## src/esq_pkg.sv

```systemverilog
// Package for the external meter scan sequencer: constants, types, helpers
package esq_pkg;

  localparam int NCH       = 20;
  localparam int CHW       = 5;
  localparam int FUNCW     = 4;
  localparam int AW        = 8;
  localparam int CNTW      = 12;
  localparam int NSYNC     = 3;

  localparam logic [CHW-1:0] PAIR_OFS = 5'h0_00a;
  localparam logic [NCH-1:0] PAIR_MASK = 20'h0_03ff;

  // Register byte offsets
  localparam logic [AW-1:0] OFS_CTRL = 8'h0_000;
  localparam logic [AW-1:0] OFS_STAT = 8'h0_004;
  localparam logic [AW-1:0] OFS_INCL = 8'h0_008;
  localparam logic [AW-1:0] OFS_SW   = 8'h0_00c;
  localparam logic [AW-1:0] OFS_JOIN = 8'h0_010;
  localparam logic [AW-1:0] OFS_FUNC = 8'h0_014;

  // Control register fields
  localparam int CTRL_METER = 0;
  localparam int CTRL_4W    = 1;
  localparam int CTRL_START = 2;
  localparam int CTRL_ABORT = 3;
  localparam int CTRL_RMALL = 4;
  localparam logic METER_RST = 1'b1;

  // Status and function register fields
  localparam int STAT_BUSY  = 0;
  localparam int STAT_CUR   = 8;
  localparam int STAT_METER = 16;
  localparam int STAT_MUX   = 17;
  localparam int FUNC_CH    = 0;
  localparam int FUNC_CODE  = 8;
  localparam logic [FUNCW-1:0] FUNC_NONE = 4'h0;

  // Sync input bit positions
  localparam int SY_ADV  = 0;
  localparam int SY_SADV = 1;
  localparam int SY_MUX  = 2;

  // Timing
  localparam int CLK_MHZ   = 125;
  localparam int SETTLE_NS = 2000;
  localparam int PULSE_NS  = 400;
  localparam logic [CNTW-1:0] SETTLE_CYC = CNTW'((SETTLE_NS * CLK_MHZ + 999) / 1000);
  localparam logic [CNTW-1:0] PULSE_CYC  = CNTW'((PULSE_NS * CLK_MHZ + 999) / 1000);

  typedef enum logic [4:0] {
    ST_IDLE   = 5'b00001,
    ST_BREAK  = 5'b00010,
    ST_SETTLE = 5'b00100,
    ST_NOTIFY = 5'b01000,
    ST_WAIT   = 5'b10000
  } esq_fsm_type;

  typedef struct packed {
    esq_fsm_type       fsm;
    logic              meter_on;
    logic              four_wire;
    logic [NCH-1:0]    incl;
    logic [NCH-1:0]    swc;
    logic [NCH-1:0]    join_en;
    logic [NCH-1:0]    func_set;
    logic [NCH-1:0]    relay;
    logic [CHW-1:0]    cur;
    logic [CHW-1:0]    fsel;
    logic [CNTW-1:0]   cnt;
    logic              pulse;
    logic              spulse;
    logic              adv_prev;
    logic              sadv_prev;
    logic              adv_got;
    logic              sadv_got;
    logic              wr_pend;
    logic              rd_pend;
    logic [AW-1:0]     addr;
    logic [31:0]       rdata;
  } esq_main_type;

  typedef struct packed {
    logic [NSYNC-1:0] meta;
    logic [NSYNC-1:0] stab;
  } esq_sync_type;

  typedef struct packed {
    logic [NCH-1:0][FUNCW-1:0] word;
    logic [FUNCW-1:0]          rdata;
  } esq_mem_type;

  // Lowest set bit of mask at or above lo; top bit flags a hit
  function automatic logic [CHW:0] esq_next(input logic [NCH-1:0] mask, input logic [CHW-1:0] lo);
    logic [CHW:0] r;
    r = '0;
    for (int i = NCH - 1; i >= 0; i--) begin
      if (mask[i] && (CHW'(i) >= lo)) begin
        r = {1'b1, CHW'(i)};
      end
    end
    return r;
  endfunction

endpackage

```

## src/esq_scan_sequencer.sv

```systemverilog
// Scan sequencer routing relay channels to an external meter, with AHB-Lite registers
//
// Functional notes
// RL1 - External scan starts only while the internal meter is switched off.
// RL2 - With the internal meter off, no readings go to internal memory.
// RL3 - Two-wire scan uses two handshake lines, four-wire scan uses four.
// RL4 - After a relay closes and settles, a settled pulse goes to the meter.
// RL5 - The external meter signals when done and ready for the next channel.
// RL6 - The advance request on the trigger input moves the scan to the next channel.
// RL7 - Four-wire scanning closes channel n together with channel n+10.
// RL8 - Switch mode opens or closes each multiplexer channel individually, outside any scan.
// RL9 - Switch mode exists only on multiplexer-type modules.
// RL10 - Remove-all clears scan inclusion of every channel, making them switchable.
// RL11 - A channel without measurement function may set switch and bank join.
// RL12 - Assigning a function re-includes the channel and locks switch and bank join.
// RL13 - Enabling bank join on one channel enables it on all channels; the code enables it only on channels without a measurement function.
// RL14 - Hold relay until advance, open before next close, stop after last channel.
// RL15 - One fixed-width settled pulse per closure, never repeated while waiting.
//
// Implementation choices: the address map and the AHB-Lite register port.
`timescale 1ns/1ps
module esq_scan_sequencer (
  input  wire logic                    clock,
  input  wire logic                    rstn,
  input  wire logic                    hsel,
  input  wire logic [31:0]             haddr,
  input  wire logic [1:0]              htrans,
  input  wire logic                    hwrite,
  input  wire logic [2:0]              hsize,
  input  wire logic [31:0]             hwdata,
  input  wire logic                    hready,
  output logic                         hreadyout,
  output logic                         hresp,
  output logic      [31:0]             hrdata,
  input  wire logic                    next_channel_request,
  input  wire logic                    sense_next_request,
  input  wire logic                    module_is_mux,
  output logic                         relay_settled_pulse,
  output logic                         sense_settled_pulse,
  output logic      [esq_pkg::NCH-1:0] relay_close,
  output logic      [esq_pkg::NCH-1:0] bank_join_enable,
  output logic                         meter_store_en,
  output logic                         scan_busy
);
  localparam int NCH = esq_pkg::NCH;
  localparam int CHW = esq_pkg::CHW;

  esq_pkg::esq_main_type s;
  esq_pkg::esq_main_type d;

  logic [esq_pkg::NSYNC-1:0] pins_sync;
  logic [esq_pkg::FUNCW-1:0] mem_rdata;
  logic                      mem_wr;
  logic [CHW-1:0]            mem_waddr;
  logic [esq_pkg::FUNCW-1:0] mem_wdata;

  logic                      accept;
  logic                      wr_ctrl;
  logic                      wr_incl;
  logic                      wr_sw;
  logic                      wr_join;
  logic                      wr_func;
  logic                      is_mux;
  logic [NCH-1:0]            elig;
  logic [NCH-1:0]            scan_mask;
  logic [CHW:0]              nxt;
  logic                      adv_rise;
  logic                      sadv_rise;
  logic                      adv_ready;
  logic [CHW-1:0]            fch;
  logic [esq_pkg::FUNCW-1:0] fcode;
  logic [NCH-1:0]            fbit;
  logic [NCH-1:0]            start_mask;
  logic                      scan_on;

  // Write data phase that hits one register offset
  function automatic logic wr_hit(input logic                   pend,
                                  input logic [esq_pkg::AW-1:0] addr,
                                  input logic [esq_pkg::AW-1:0] ofs);
    return pend && (addr == ofs);
  endfunction

  // States in which the scanned channel (and its pair) stays closed
  function automatic logic holds_relay(input esq_pkg::esq_fsm_type f);
    return (f == esq_pkg::ST_SETTLE) || (f == esq_pkg::ST_NOTIFY) || (f == esq_pkg::ST_WAIT);
  endfunction

  esq_sync u_sync (
    .clock (clock),
    .rstn  (rstn),
    .din   ({module_is_mux, sense_next_request, next_channel_request}),
    .dout  (pins_sync)
  );

  // Function code of the selected channel reads back one cycle after selection
  esq_func_mem u_mem (
    .clock (clock),
    .rstn  (rstn),
    .wr_en (mem_wr),
    .waddr (mem_waddr),
    .wdata (mem_wdata),
    .raddr (s.fsel),
    .rdata (mem_rdata)
  );

  // Word transfers only; other sizes pass as no-ops with OKAY
  assign accept    = hsel && htrans[1] && hready && (hsize == 3'h2);
  assign wr_ctrl   = wr_hit(s.wr_pend, s.addr, esq_pkg::OFS_CTRL);
  assign wr_incl   = wr_hit(s.wr_pend, s.addr, esq_pkg::OFS_INCL);
  assign wr_sw     = wr_hit(s.wr_pend, s.addr, esq_pkg::OFS_SW);
  assign wr_join   = wr_hit(s.wr_pend, s.addr, esq_pkg::OFS_JOIN);
  assign wr_func   = wr_hit(s.wr_pend, s.addr, esq_pkg::OFS_FUNC);
  assign scan_on   = (s.fsm != esq_pkg::ST_IDLE);
  // Module type pin lags by two edges, so a module swap applies a little late
  assign is_mux    = pins_sync[esq_pkg::SY_MUX];

  // Only function-free channels on a multiplexer module may switch
  assign elig      = ~s.func_set & {NCH{is_mux}}; // RL9 RL11
  assign scan_mask = s.four_wire ? (s.incl & esq_pkg::PAIR_MASK) : s.incl; // RL7
  // A start write may set the pairing too, so its first channel follows the new mode
  assign start_mask = hwdata[esq_pkg::CTRL_4W] ? (s.incl & esq_pkg::PAIR_MASK) : s.incl; // RL7

  assign fch       = hwdata[esq_pkg::FUNC_CH +: CHW];
  assign fcode     = hwdata[esq_pkg::FUNC_CODE +: esq_pkg::FUNCW];
  assign fbit      = (fch < CHW'(NCH)) ? (NCH'(1) << fch) : '0;

  assign mem_wr    = wr_func;
  assign mem_waddr = fch;
  assign mem_wdata = fcode;

  // Rising edges of the synchronised request lines
  assign adv_rise  = pins_sync[esq_pkg::SY_ADV] && !s.adv_prev;
  assign sadv_rise = pins_sync[esq_pkg::SY_SADV] && !s.sadv_prev;
  // Four-wire needs both meter requests before the scan moves on
  assign adv_ready = (s.adv_got || adv_rise) &&
                     (!s.four_wire || s.sadv_got || sadv_rise); // RL3 RL5 RL6

  always_comb begin
    d           = s;
    d.adv_prev  = pins_sync[esq_pkg::SY_ADV];
    d.sadv_prev = pins_sync[esq_pkg::SY_SADV];
    // Pulses are re-armed each cycle by their state, so an abort cuts them short
    d.pulse     = 1'b0;
    d.spulse    = 1'b0;
    nxt         = '0;

    // Bus address and data phases
    d.wr_pend = accept && hwrite;
    d.rd_pend = accept && !hwrite;
    if (accept) begin
      d.addr = haddr[esq_pkg::AW-1:0];
    end
    if (s.rd_pend) begin
      case (s.addr)
        esq_pkg::OFS_CTRL: d.rdata = 32'(
          {s.four_wire, s.meter_on} << esq_pkg::CTRL_METER);
        esq_pkg::OFS_STAT: d.rdata =
          (32'(scan_on) << esq_pkg::STAT_BUSY) |
          (32'(s.cur) << esq_pkg::STAT_CUR) |
          (32'(s.meter_on) << esq_pkg::STAT_METER) |
          (32'(is_mux) << esq_pkg::STAT_MUX);
        esq_pkg::OFS_INCL: d.rdata = 32'(s.incl);
        esq_pkg::OFS_SW:   d.rdata = 32'(s.swc);
        esq_pkg::OFS_JOIN: d.rdata = 32'(s.join_en);
        esq_pkg::OFS_FUNC: d.rdata =
          (32'(s.fsel) << esq_pkg::FUNC_CH) | (32'(mem_rdata) << esq_pkg::FUNC_CODE);
        default:           d.rdata = 32'h0000_0000;
      endcase
    end

    // Configuration writes
    if (wr_ctrl) begin
      d.meter_on = hwdata[esq_pkg::CTRL_METER];
      // Pairing is frozen while a scan runs
      if (s.fsm == esq_pkg::ST_IDLE) begin
        d.four_wire = hwdata[esq_pkg::CTRL_4W];
      end
      if (hwdata[esq_pkg::CTRL_RMALL]) begin
        d.incl     = '0; // RL10
        d.func_set = '0; // RL10
      end
    end
    if (wr_incl) begin
      d.incl = hwdata[NCH-1:0];
    end
    if (wr_sw) begin
      d.swc = (hwdata[NCH-1:0] & elig) | (s.swc & ~elig); // RL8 RL11
    end
    if (wr_join) begin
      if (|(hwdata[NCH-1:0] & elig)) begin
        d.join_en = '1; // RL13
      end else begin
        d.join_en = s.join_en & ~elig;
      end
    end
    if (wr_func) begin
      d.fsel = fch;
      if (fcode != esq_pkg::FUNC_NONE) begin
        d.func_set = s.func_set | fbit;
        d.incl     = s.incl | fbit; // RL12
        d.swc      = s.swc & ~fbit; // RL12
      end else begin
        d.func_set = s.func_set & ~fbit;
      end
    end

    // Scan sequencing
    case (s.fsm)
      esq_pkg::ST_IDLE: begin
        // Stale request edges from a finished scan are dropped
        d.adv_got  = 1'b0;
        d.sadv_got = 1'b0;
        nxt = esq_pkg::esq_next(start_mask, '0);
        if (wr_ctrl && hwdata[esq_pkg::CTRL_START] && !hwdata[esq_pkg::CTRL_METER] &&
            !s.meter_on && nxt[CHW]) begin // RL1
          d.cur = nxt[CHW-1:0];
          d.fsm = esq_pkg::ST_BREAK;
        end
      end
      esq_pkg::ST_BREAK: begin
        // One open cycle so two channels never share the common terminal
        d.cnt = esq_pkg::SETTLE_CYC;
        d.fsm = esq_pkg::ST_SETTLE; // RL14
      end
      esq_pkg::ST_SETTLE: begin
        d.cnt = s.cnt - 1'b1;
        if (s.cnt == esq_pkg::CNTW'(1)) begin
          d.cnt    = esq_pkg::PULSE_CYC;
          d.pulse  = 1'b1; // RL4
          d.spulse = s.four_wire; // RL3
          d.fsm    = esq_pkg::ST_NOTIFY;
        end
      end
      esq_pkg::ST_NOTIFY: begin
        d.cnt    = s.cnt - 1'b1;
        d.pulse  = 1'b1; // RL15
        d.spulse = s.four_wire;
        if (s.cnt == esq_pkg::CNTW'(1)) begin
          d.pulse    = 1'b0;
          d.spulse   = 1'b0;
          d.adv_got  = 1'b0;
          d.sadv_got = 1'b0;
          d.fsm      = esq_pkg::ST_WAIT;
        end
      end
      esq_pkg::ST_WAIT: begin
        // Edges are latched, so the two request lines may come in either order
        d.adv_got  = s.adv_got || adv_rise;
        d.sadv_got = s.sadv_got || sadv_rise;
        if (adv_ready) begin // RL6
          d.adv_got  = 1'b0;
          d.sadv_got = 1'b0;
          nxt = esq_pkg::esq_next(scan_mask, CHW'(s.cur + 1'b1));
          if (nxt[CHW] && (s.cur != CHW'(NCH - 1))) begin
            d.cur = nxt[CHW-1:0];
            d.fsm = esq_pkg::ST_BREAK; // RL14
          end else begin
            d.fsm = esq_pkg::ST_IDLE; // RL14
          end
        end
      end
      default: begin
        d.fsm = esq_pkg::ST_IDLE;
      end
    endcase

    // Turning the meter back on or abort ends any scan
    if ((wr_ctrl && (hwdata[esq_pkg::CTRL_ABORT] || hwdata[esq_pkg::CTRL_METER])) ||
        s.meter_on) begin // RL1
      d.fsm    = esq_pkg::ST_IDLE;
      d.pulse  = 1'b0;
      d.spulse = 1'b0;
    end

    // Relay drive: scanned channel (and its pair) plus switch-mode channels
    // Switch channels stay closed through a scan; keep them off the scanned bank
    d.relay = d.swc & ~d.incl & ~d.func_set; // RL8 RL10
    if (holds_relay(d.fsm)) begin // RL14
      d.relay[d.cur] = 1'b1;
      if (s.four_wire) begin
        d.relay[CHW'(d.cur + esq_pkg::PAIR_OFS)] = 1'b1; // RL7
      end
    end
  end

  always_ff @(posedge clock) begin
    if (!rstn) begin
      s          <= '0;
      s.fsm      <= esq_pkg::ST_IDLE;
      s.meter_on <= esq_pkg::METER_RST;
    end else begin
      s <= d;
    end
  end

  // Reads take one wait state so read data always come from a register
  assign hreadyout           = !s.rd_pend;
  assign hresp               = 1'b0;
  assign hrdata              = s.rdata;
  assign relay_settled_pulse = s.pulse; // RL4
  assign sense_settled_pulse = s.spulse; // RL3
  assign relay_close         = s.relay;
  assign bank_join_enable    = s.join_en & ~s.func_set; // RL12
  assign meter_store_en      = s.meter_on; // RL2
  assign scan_busy           = scan_on;
endmodule // esq_scan_sequencer

```

## src/esq_sync.sv

```systemverilog
// Two-stage synchroniser for the pin inputs
`timescale 1ns/1ps
module esq_sync (
  input  wire logic                      clock,
  input  wire logic                      rstn,
  input  wire logic [esq_pkg::NSYNC-1:0] din,
  output logic      [esq_pkg::NSYNC-1:0] dout
);
  esq_pkg::esq_sync_type s;
  esq_pkg::esq_sync_type d;

  always_comb begin
    d.meta = din;
    d.stab = s.meta;
  end

  always_ff @(posedge clock) begin
    if (!rstn) begin
      s <= '0;
    end else begin
      s <= d;
    end
  end

  assign dout = s.stab;
endmodule // esq_sync

```

## src/esq_func_mem.sv

```systemverilog
// Per-channel measurement function store with registered read
`timescale 1ns/1ps
module esq_func_mem (
  input  wire logic                      clock,
  input  wire logic                      rstn,
  input  wire logic                      wr_en,
  input  wire logic [esq_pkg::CHW-1:0]   waddr,
  input  wire logic [esq_pkg::FUNCW-1:0] wdata,
  input  wire logic [esq_pkg::CHW-1:0]   raddr,
  output logic      [esq_pkg::FUNCW-1:0] rdata
);
  esq_pkg::esq_mem_type s;
  esq_pkg::esq_mem_type d;

  always_comb begin
    d = s;
    if (wr_en && (waddr < esq_pkg::CHW'(esq_pkg::NCH))) begin
      d.word[waddr] = wdata;
    end
    d.rdata = (raddr < esq_pkg::CHW'(esq_pkg::NCH)) ? s.word[raddr] : esq_pkg::FUNC_NONE;
  end

  always_ff @(posedge clock) begin
    if (!rstn) begin
      s <= '0;
    end else begin
      s <= d;
    end
  end

  assign rdata = s.rdata;
endmodule // esq_func_mem

```

## config.mk

```make
export PLATFORM = sky130hd
export DESIGN_NAME = esq_scan_sequencer
export DESIGN_NICKNAME = d
export VERILOG_FILES = /design/src/esq_pkg.sv /design/src/esq_scan_sequencer.sv /design/src/esq_sync.sv /design/src/esq_func_mem.sv
export SDC_FILE = /design/constraint.sdc
export NUM_CORES = 1
export LEC_CHECK = 0
export BUFFER_PORTS_ARGS = -buffer_cell sky130_fd_sc_hd__buf_4
export CORE_MARGIN = 2
export CORE_UTILIZATION = 59
export DETAILED_ROUTE_END_ITERATION = 8
export GPL_TIMING_DRIVEN = 0
export PLACE_DENSITY_LB_ADDON = 0.05
export SYNTH_ARGS = -nofsm -noshare
export SYNTH_HDL_FRONTEND = slang
export SYNTH_SLANG_ARGS = --single-unit
```

## constraint.sdc

```tcl
create_clock -name clock -period 5.4 [get_ports clock]
set_input_delay 0.81 -clock clock [delete_from_list [all_inputs] [get_ports clock]]
set_output_delay 0.81 -clock clock [all_outputs]
set_load 0.05 [all_outputs]
```

Word level (Yosys, flattened, before mapping)
Index checks and enable logic that the tools add are counted.
W data, S select, Z words.

operators by class
  add/sub/neg operators = 3
  shift operators = 1
  mux-type cells = 87
  reduce and logical (&&, ||, !) cells = 67
  equality and inequality tests = 18
  $lt $le $gt $ge = 29
  bitwise gates (word level) = 24

operators with widths
  operator                count
  $mux W20                14
  $mux W6                 43
  $and A20 B20 Y20        9
  $pmux W20 S6            1
  $not A20 Y20            5
  $or A20 B20 Y20         5
  $bwmux W80              1
  $mux W40                2
  $logic_and A1 B1 Y1     43
  $ge A4 B5 Y1 const A    8
  $mux W5                 8
  $pmux W12 S3            1
  $pmux W5 S5             1
  $lt A5 B6 Y1 const B    4
  $bmux W4 S5             1
  $demux W4 S5            1
  $ge A3 B5 Y1 const A    4
  $ge A5 B5 Y1 const A    4
  $reduce_or A20 Y1       1
  $shl A1 B5 Y20 const A  1
  $or A17 B18 Y18         1
  $or A13 B17 Y17         1
  $eq A8 B4 Y1 const B    2
  $eq A8 B5 Y1 const B    2
  36 further kinds        66

storage, ports and cells
  logic and storage cells = 273
  bits in registers = 267
  output and inout bits = 78
  input bits = 77

Depth between registers and ports, before layout
Gate-level depths: netlist (run 1).

  depth after elaboration = 37
  depth in mapped cells = 19
  gate-level depth less buffers = 16

By module
Synthesis (run 1) repeated with hierarchy kept, for this count alone.

second synthesis, totals
  cells, all modules = 1680
  area, all modules = 14087.3 um2

modules (own cells, without submodules)
  module              sequential area each (um2)  area an instance (um2)  cells each  instances
  esq_scan_sequencer  3303.2                      9850.7                  1234        1
  esq_func_mem        1681.6                      4078.9                  434         1
  esq_sync            120.1                       157.7                   12          1

Worst setup path before layout (run 1)
OpenSTA, ideal clock, no wires.

  path type = reg-to-reg
  start point = register s[66] (netlist name)
  end point = register s, in the netlist relay_close[19]
  arrival = 3908 ps
  buffers on the path = 4
  clock period less this slack = 4038 ps
  data required time = 5270 ps
  cell stages (with the launch flop) = 18
  setup slack = 1362 ps
  library setup time = 130 ps
  path through = dfxtp_1 > buf_2 > inv_1 > ha_1 > clkbuf_1 > o311ai_1 > a21oi_1 > or4b_1 > buf_2 > o31ai_4 > a21o_1 > nor2_2 > ha_1 > buf_1 > nor4b_1 > a32o_1 > mux2i_1 > o21ai_0

RTL lines
  what                RTL line                  RTL
  start: declaration  esq_scan_sequencer.sv:48  esq_pkg::esq_main_type s;

==> flow_summary.ini, run 1 <==
[pwr]
p_sw_mw = 0.9411
p_per_area_mw_per_mm2 = 244.7
p_total_mw = 3.937
ir_worst_vdd_mv = 0.2379
clkPwrFrac_pct = 47.7
intPower_mw = 2.996
swShare_pct = 23.90
leakage_nw = 5.970
power_frac_seq_pct = 47.9
pwr-share-comb_pct = 4.4

[setup_path]
cp-start-kind = flip-flop
worst_setup_path_end_kind = flip-flop
criticalPathCategory = reg -> reg
cp.arrival_ns = 5.55
cp.required_ns = 5.83
crit_fanout = 10

[floorplanning]
dieArea_mm2 = 0.02491
die_w_um = 157.8
core_mm2 = 0.02333
initial_core_util_pct = 59.84
io_pins = 155
num_rows = 56
die_height_um = 157.8

[sta]
worst_pin_slew_ns = 1.587
final-hold-violation-count = 0
finalSetupTns_ns = 0
relSlewSlack_pct = -6.596
fin_ws_ns = 0.2805
period_needed_ns = 5.119
setup_viol_count_final = 0
fmax_ghz = 0.1953
rsz0062_at_grt = no
finalMaxSlewViolations = 9
finalCritPeriodShare_pct = 94.80
clock-skew-final_ns = 0.02026

[cts]
htreeDepth = 1
root_buffer = clkbuf_16
cts_tree = done
cts-buffers-inserted = 28
insertion_delay_ns = 0.56
post_cts_buffers = 0
cts_sinks = 255
clkTransAtPathRegs_ns = 0.06
cts_max_path_buffers = 3

[placed_design]
pre_cts_slack_ns = 0.2343
dp_hpwl_um = 37990
postPlaceCellArea_mm2 = 0.01517
portBuffers = 102
gp_congestion = 1.077

[logic_synthesis]
synthArstFlopShare_pct = 0
yosys_warnings = 0
yosys.area.top_type_share_pct = 36.56
seq_area_frac_synth_pct = 36.56
synthCells = 1686
synth_top_flop_cell = dfxtp_1
yosys_register_bits = 255
synthesis.area_mm2 = 0.01396
synth_area_leaders = dfxtp_1, a21boi_0, nand2_1
synth_top_area_cell = dfxtp_1
synth_edf_count = 0
synth_cell_type_count = 91
syn_avg_cell_area_um2 = 8.281

[global_route]
use_met1_pct = 53.47
grt_max_degree = 14
grt-busiest-layer = met2
use_met2_pct = 60.52
grt_pass1_vias = 12810
grt_pass1_wl_um = 75510
globalRouteOverflowTotal = 0
grt_use_met3_pct = 10.35
antenna_found_initial = 3
grtUsageTotal_pct = 40.00

[finish]
layout_common_cells = dfxtp_1, nand2_1, buf_4, o21ai_0, a21boi_0
stdcell_area_mm2 = 0.01609
final_nets = 1913
areaGrowthSynthToFinish_pct = 15.22
layout-drive-gt1-share_pct = 15.13
final_common_cell = dfxtp_1

[route]
via_count = 14110
final_antenna_net_count = 0
via_per_inst = 6.489
drt_first_pass_iters = 7
drt-total-wl_um = 50620
wire_per_inst_um = 23.27
drt_iter0_drc = 2095
drc = 0

[status]
status = complete, but fails checks
violations = capacitance limit, slew limit

[run]
drv_cap = 1

[worst_hold_path]
min_path_type = reg -> reg
==> worst max-delay path, cell delays in order (launching register included) <==
cell and delay, ns:
dfxtp_1 0.36, buf_2 0.24, inv_1 0.13, ha_1 0.35, clkbuf_1 0.27, o311ai_2 0.45, a21oi_1 0.16, or4b_1 0.60
buf_2 0.21, o31ai_4 0.32, a311o_2 0.28, buf_6 0.16, ha_1 0.23, buf_1 0.18, nor4b_1 0.36, a32o_1 0.21
mux2i_1 0.15, o21ai_0 0.32
==> path summary, 6_finish.rpt <==
kind | cells after the start | from | end | slack (ns)
max | 17 | s[66]$_SDFF_PN0_ | relay_close[19]$_SDFF_PN0_ | 0.28
min | 1 | u_sync.d[2]$_SDFF_PN0_ | u_sync.dout[2]$_SDFF_PN0_ | 0.43
max reg2reg | 17 | s[66]$_SDFF_PN0_ | relay_close[19]$_SDFF_PN0_ | 0.28
min reg2reg | 1 | u_sync.d[2]$_SDFF_PN0_ | u_sync.dout[2]$_SDFF_PN0_ | 0.43
==> layer usage <==
metal,share of wire (%),vias up
met4,5.9,2
met3,13,226
met5,0.026,-
met1,39,6579
met2,42,992
li1,-,6315
==> layout make-up <==
cell class                      instances  area [um^2]
Inverter                               35        131.4
Clock inverter                         16        121.4
Buffer                                171        877.1
Tap cell                              319        399.1
Sequential cell                       255         5105
Multi-Input combinational cell       1237         7906
Fill cell                            1979         7246
Antenna cell                            5        12.51
Timing Repair Buffer                  102        765.7
Clock buffer                           35        768.2
==> synthesized netlist by cell type, types with 7 or more instances <==
master     count
dfxtp_1      255
nand2_1      176
o21ai_0      123
a21boi_0     118
clkbuf_1      95
nand3_1       92
nor2b_1       85
a21oi_1       81
nor2_1        79
buf_4         57
and2_1        53
nor3_1        42
inv_1         34
nand2b_1      26
mux4_2        24
mux2i_1       22
a222oi_1      17
o21a_1        17
nor4_1        15
o31ai_1       15
and3_1        14
nand4_1       11
a2bb2oi_1     10
a31oi_1       10
buf_2         10
nor3b_1       10
a22o_1         9
o211ai_1       9
o32a_1         9
or2_2          9
a21o_1         7
buf_1          7
o21ai_1        7
o21bai_1       7
or3_1          7
xnor2_1        7
==> power groups by stage <==
stage	clock network (mW)	logic, mW	registers, mW
2_1_floorplan	0	0.0951	1.93
3_3_place_gp	0	0.166	1.93
3_5_place_dp	0	0.168	1.93
4_1_cts	1.87	0.168	1.89
5_1_grt	1.94	0.179	1.88
6_report	1.88	0.174	1.89
==> stage by stage <==
| step | std cells | hold slack [ns] | utilization, % |
|---|---|---|---|
| 2_1_floorplan | 1698 | 0.4119 | - |
| 3_3_place_gp | 2119 | 0.4224 | 65.03 |
| 3_5_place_dp | 2119 | 0.4241 | 65.03 |
| 4_1_cts | 2170 | 0.4325 | 68.84 |
| 5_1_grt | 2170 | 0.4378 | 68.89 |
| 6_report | 2175 | 0.4301 | 68.95 |
==> cells by family (layout without fill, tap and decap cells) <==
| logic type | Yosys count | count (layout) | share of synthesized area, % |
|---|---|---|---|
| flip-flops | 255 | 255 | 36.56 |
| AO/OA/AOI/OAI | 506 | 506 | 25.08 |
| buffers and inverters | 206 | 359 | 7.223 |
| other | 1 | 18 | 0.02686 |
| XOR/XNOR | 14 | 14 | 0.9320 |
| AND/OR/NAND/NOR | 647 | 647 | 23.77 |
| adder cells (fa/ha/maj) | 6 | 6 | 0.5377 |
| multiplexers | 51 | 51 | 5.870 |
==> flip-flops by register name, indices dropped and copies added, names as in the netlist <==
| name | count |
|---|---|
| relay_close | 20 |
| s | 122 |
| u_sync.dout | 3 |
| sense_settled_pulse | 1 |
| relay_settled_pulse | 1 |
| u_mem.rdata | 4 |
| u_mem.s | 80 |
| meter_store_en | 1 |
| u_sync.d | 3 |
| hrdata | 20 |
==> repair_timing <==
action                                  4_1_cts  5_1_grt
hold buffers                                  0        0
endpoints found under the setup margin        0        4
resized for setup                             0        2
Power figures use the tool's default switching activity.
==> run 2: changes to the inputs <==
--- a/config.mk
+++ b/config.mk
@@ -7,10 +7,11 @@
 export LEC_CHECK = 0
 export BUFFER_PORTS_ARGS = -buffer_cell sky130_fd_sc_hd__buf_4
 export CORE_MARGIN = 2
-export CORE_UTILIZATION = 59
+export CORE_UTILIZATION = 60
 export DETAILED_ROUTE_END_ITERATION = 8
 export GPL_TIMING_DRIVEN = 0
 export PLACE_DENSITY_LB_ADDON = 0.05
 export SYNTH_ARGS = -nofsm -noshare
 export SYNTH_HDL_FRONTEND = slang
+export SYNTH_HIERARCHICAL = 1
 export SYNTH_SLANG_ARGS = --single-unit
==> run 2 against run 1 <==
  * The flow finishes with violations (capacitance limit)
  * Sequential power barely moved
  * Via count fell by 1.5%
  * Sequential share of layout area fell by 0.36 points
  * Global-route usage fell by 0.25 points
  * Register-to-register slack improved by 0.46 ns
  * Non-clock buffer count rose by 2
  * Sequential cell count did not move
  * Critical path depth did not move
  * Cell area rose by 1.2%
  * Hold slack got worse by 0.0073 ns
  * Worst setup slack improved by 0.46 ns
  * Critical endpoint is now relay_close[10]$_SDFF_PN0_
  * Largest cell class unchanged
  * Highest routed layer unchanged
==> flow_summary.ini, run 2 <==
[status]
status = complete, but fails checks
violations = capacitance limit

[sta]
clock-skew-final_ns = 0.01996
finalCritPeriodShare_pct = 86.24
hold_ws_ns = 0.4228
period_needed_ns = 4.657
final-hold-violation-count = 0
rsz0062_at_grt = no
worst_pin_slew_ns = 1.480
setup_viol_count_final = 0
fmax_ghz = 0.2147
fin_ws_ns = 0.7432
relSlewSlack_pct = 1.088
finalMaxSlewViolations = 0
finalSetupTns_ns = 0

[logic_synthesis]
syn_avg_cell_area_um2 = 8.385
synth_top_flop_cell = dfxtp_1
synth_edf_count = 0
synth_cell_type_count = 112
synthCells = 1680
seq_area_frac_synth_pct = 36.24
yosys_register_bits = 255
netlist_top_cells_count = dfxtp_1, nor2_1, nand2_1
synthArstFlopShare_pct = 0
synth_area_leaders = dfxtp_1, mux2i_1, nor2_1
synth_top_area_cell = dfxtp_1
yosysMostFrequentCell = dfxtp_1
yosys_warnings = 6
yosys.area.top_type_share_pct = 36.24
synthesis.area_mm2 = 0.01409

[finish]
largest_registers = s (122), u_mem/s (80)
areaGrowthSynthToFinish_pct = 15.52
final_nets = 1909
stdcell_area_mm2 = 0.01627
fillers = 1965
regArea_mm2 = 0.005105
multi_input_area_mm2 = 0.007950
final_common_cell = dfxtp_1
layout-drive-gt1-share_pct = 16.36
largest_reg_flops = 122
top_register = s
layout_common_cells = dfxtp_1, buf_4, nor2_1, nand2_1, a21oi_1

[setup_path]
regToRegStartpoint = s[66]$_SDFF_PN0_
r2r_end = relay_close[10]$_SDFF_PN0_
reg2reg_depth = 17
criticalPathCategory = reg -> reg
cp.arrival_ns = 5.14
rrSetupSlack_ns = 0.74
crit_fanout = 9
cp.required_ns = 5.88
worst_setup_path_end_kind = flip-flop
cp-start-kind = flip-flop

[placed_design]
dp_hpwl_um = 37230
gp_congestion = 1.080
portBuffers = 104
pre_cts_slack_ns = 0.7873
postPlaceCellArea_mm2 = 0.01531

[global_route]
globalRouteOverflowTotal = 0
grt_pass1_wl_um = 74550
grtUsageTotal_pct = 39.75
antenna_found_initial = 1
grt_max_degree = 15
grt_pass1_vias = 12970

[pwr]
leakage_nw = 5.913
p_per_area_mw_per_mm2 = 251.5
p_total_mw = 4.092
ir_worst_vdd_mv = 0.2863

[cts]
cts_tree = done
htreeDepth = 1
root_buffer = clkbuf_16
cts-buffers-inserted = 27
cts_sinks = 255
insertion_delay_ns = 0.56
cts_max_path_buffers = 3
holdBufCountCts = 0
post_cts_resized = 0
post_cts_buffers = 0
clkTransAtPathRegs_ns = 0.06

[worst_hold_path]
worstHoldStart = hwrite
holdPathStages = 2
min_path_type = in -> reg
hold_end = s[40]$_SDFF_PN0_

[route]
drt_first_pass_iters = 6
via_per_inst = 6.419
drc = 0
final_antenna_net_count = 0
via_count = 13900
drt-total-wl_um = 49840
wire_per_inst_um = 23.01
drt_iter0_drc = 1541

[floorplanning]
die_w_um = 157.2
io_pins = 155
dieArea_mm2 = 0.02472
core_mm2 = 0.02326
num_rows = 56
initial_core_util_pct = 60.56
die_height_um = 157.2

[run]
drv_cap = 1
run 2: changes by cell type in the layout (fill, tap and decap cells not counted), sizes merged, moves of 16 or more:
cell,before,now
a21boi,118,56
a22oi,1,17
nand2,176,134
mux2i,23,84
o21ai,131,101
nand2b,27,11
o22ai,3,19
nor2,80,154
a21oi,82,98
run 2: cell families after synthesis:
| group | Yosys count | synth area share, % |
|---|---|---|
| buf+inv | 213 | 7.647 |
| compound gates | 461 | 23.26 |
| fa+ha+maj | 7 | 0.6217 |
| mux | 102 | 8.500 |
| flops | 255 | 36.24 |
| simple gates | 628 | 22.74 |
| xor+xnor | 13 | 0.9681 |
| other cells | 1 | 0.02662 |
run 2: worst max path at each step:
| stage | startpoint | endpoint |
|---|---|---|
| final | s[66]$_SDFF_PN0_ | relay_close[10]$_SDFF_PN0_ |
| after global routing | s[66]$_SDFF_PN0_ | relay_close[10]$_SDFF_PN0_ |
| after CTS | s[66]$_SDFF_PN0_ | relay_close[10]$_SDFF_PN0_ |
| after detailed placement | s[66]$_SDFF_PN0_ | relay_close[10]$_SDFF_PN0_ |
| after global placement | s[66]$_SDFF_PN0_ | relay_close[10]$_SDFF_PN0_ |
| after floorplan | s[65]$_SDFF_PN0_ | relay_close[10]$_SDFF_PN0_ |
run 2: layer usage:
layer  track usage [%]  share of wire, %
met3             7.324               8.8
met4             27.62               8.4
met5                 0             0.026
met1             47.01                37
met2             65.38                46
run 2: final cells by class:
type / count / share of cell area [%]
inverters: 42 / 0.9688
clock inverters: 10 / 0.8842
clock buffers: 40 / 5.005
flip-flops and latches: 255 / 31.37
repair buffers: 104 / 4.798
diodes: 1 / 0.01538
plain buffers: 171 / 5.651
multi-input cells: 1224 / 48.85
well taps: 319 / 2.453
run 2: worst max-delay path, cell delays in order, from the launching register on:
cell and delay (ns):
dfxtp_1 0.37, buf_2 0.33, inv_1 0.16, ha_1 0.22
or3_1 0.34, clkbuf_1 0.20, and2_1 0.21, o21ai_2 0.24
and4_4 0.28, o211ai_4 0.10, nor3_2 0.32, a211oi_4 0.10
o21ai_2 0.30, ha_1 0.33, or3_1 0.38, clkbuf_1 0.20
or3_1 0.35, o2bb2ai_1 0.15
run 2: power breakdown:
part           switching, mW  leakage [nW]  internal, mW  total (mW)
logic                  0.155          3.38        0.0645       0.220
registers            0.00306          2.05          1.88        1.89
clock network          0.794         0.478          1.19        1.99
run 2: per-stage QoR:
stage | std cells | utilization (%)
6_report | 2166 | 69.95
4_1_cts | 2165 | 69.94
5_1_grt | 2165 | 69.94
3_3_place_gp | 2115 | 65.82
3_5_place_dp | 2115 | 65.82
2_1_floorplan | 1692 | -
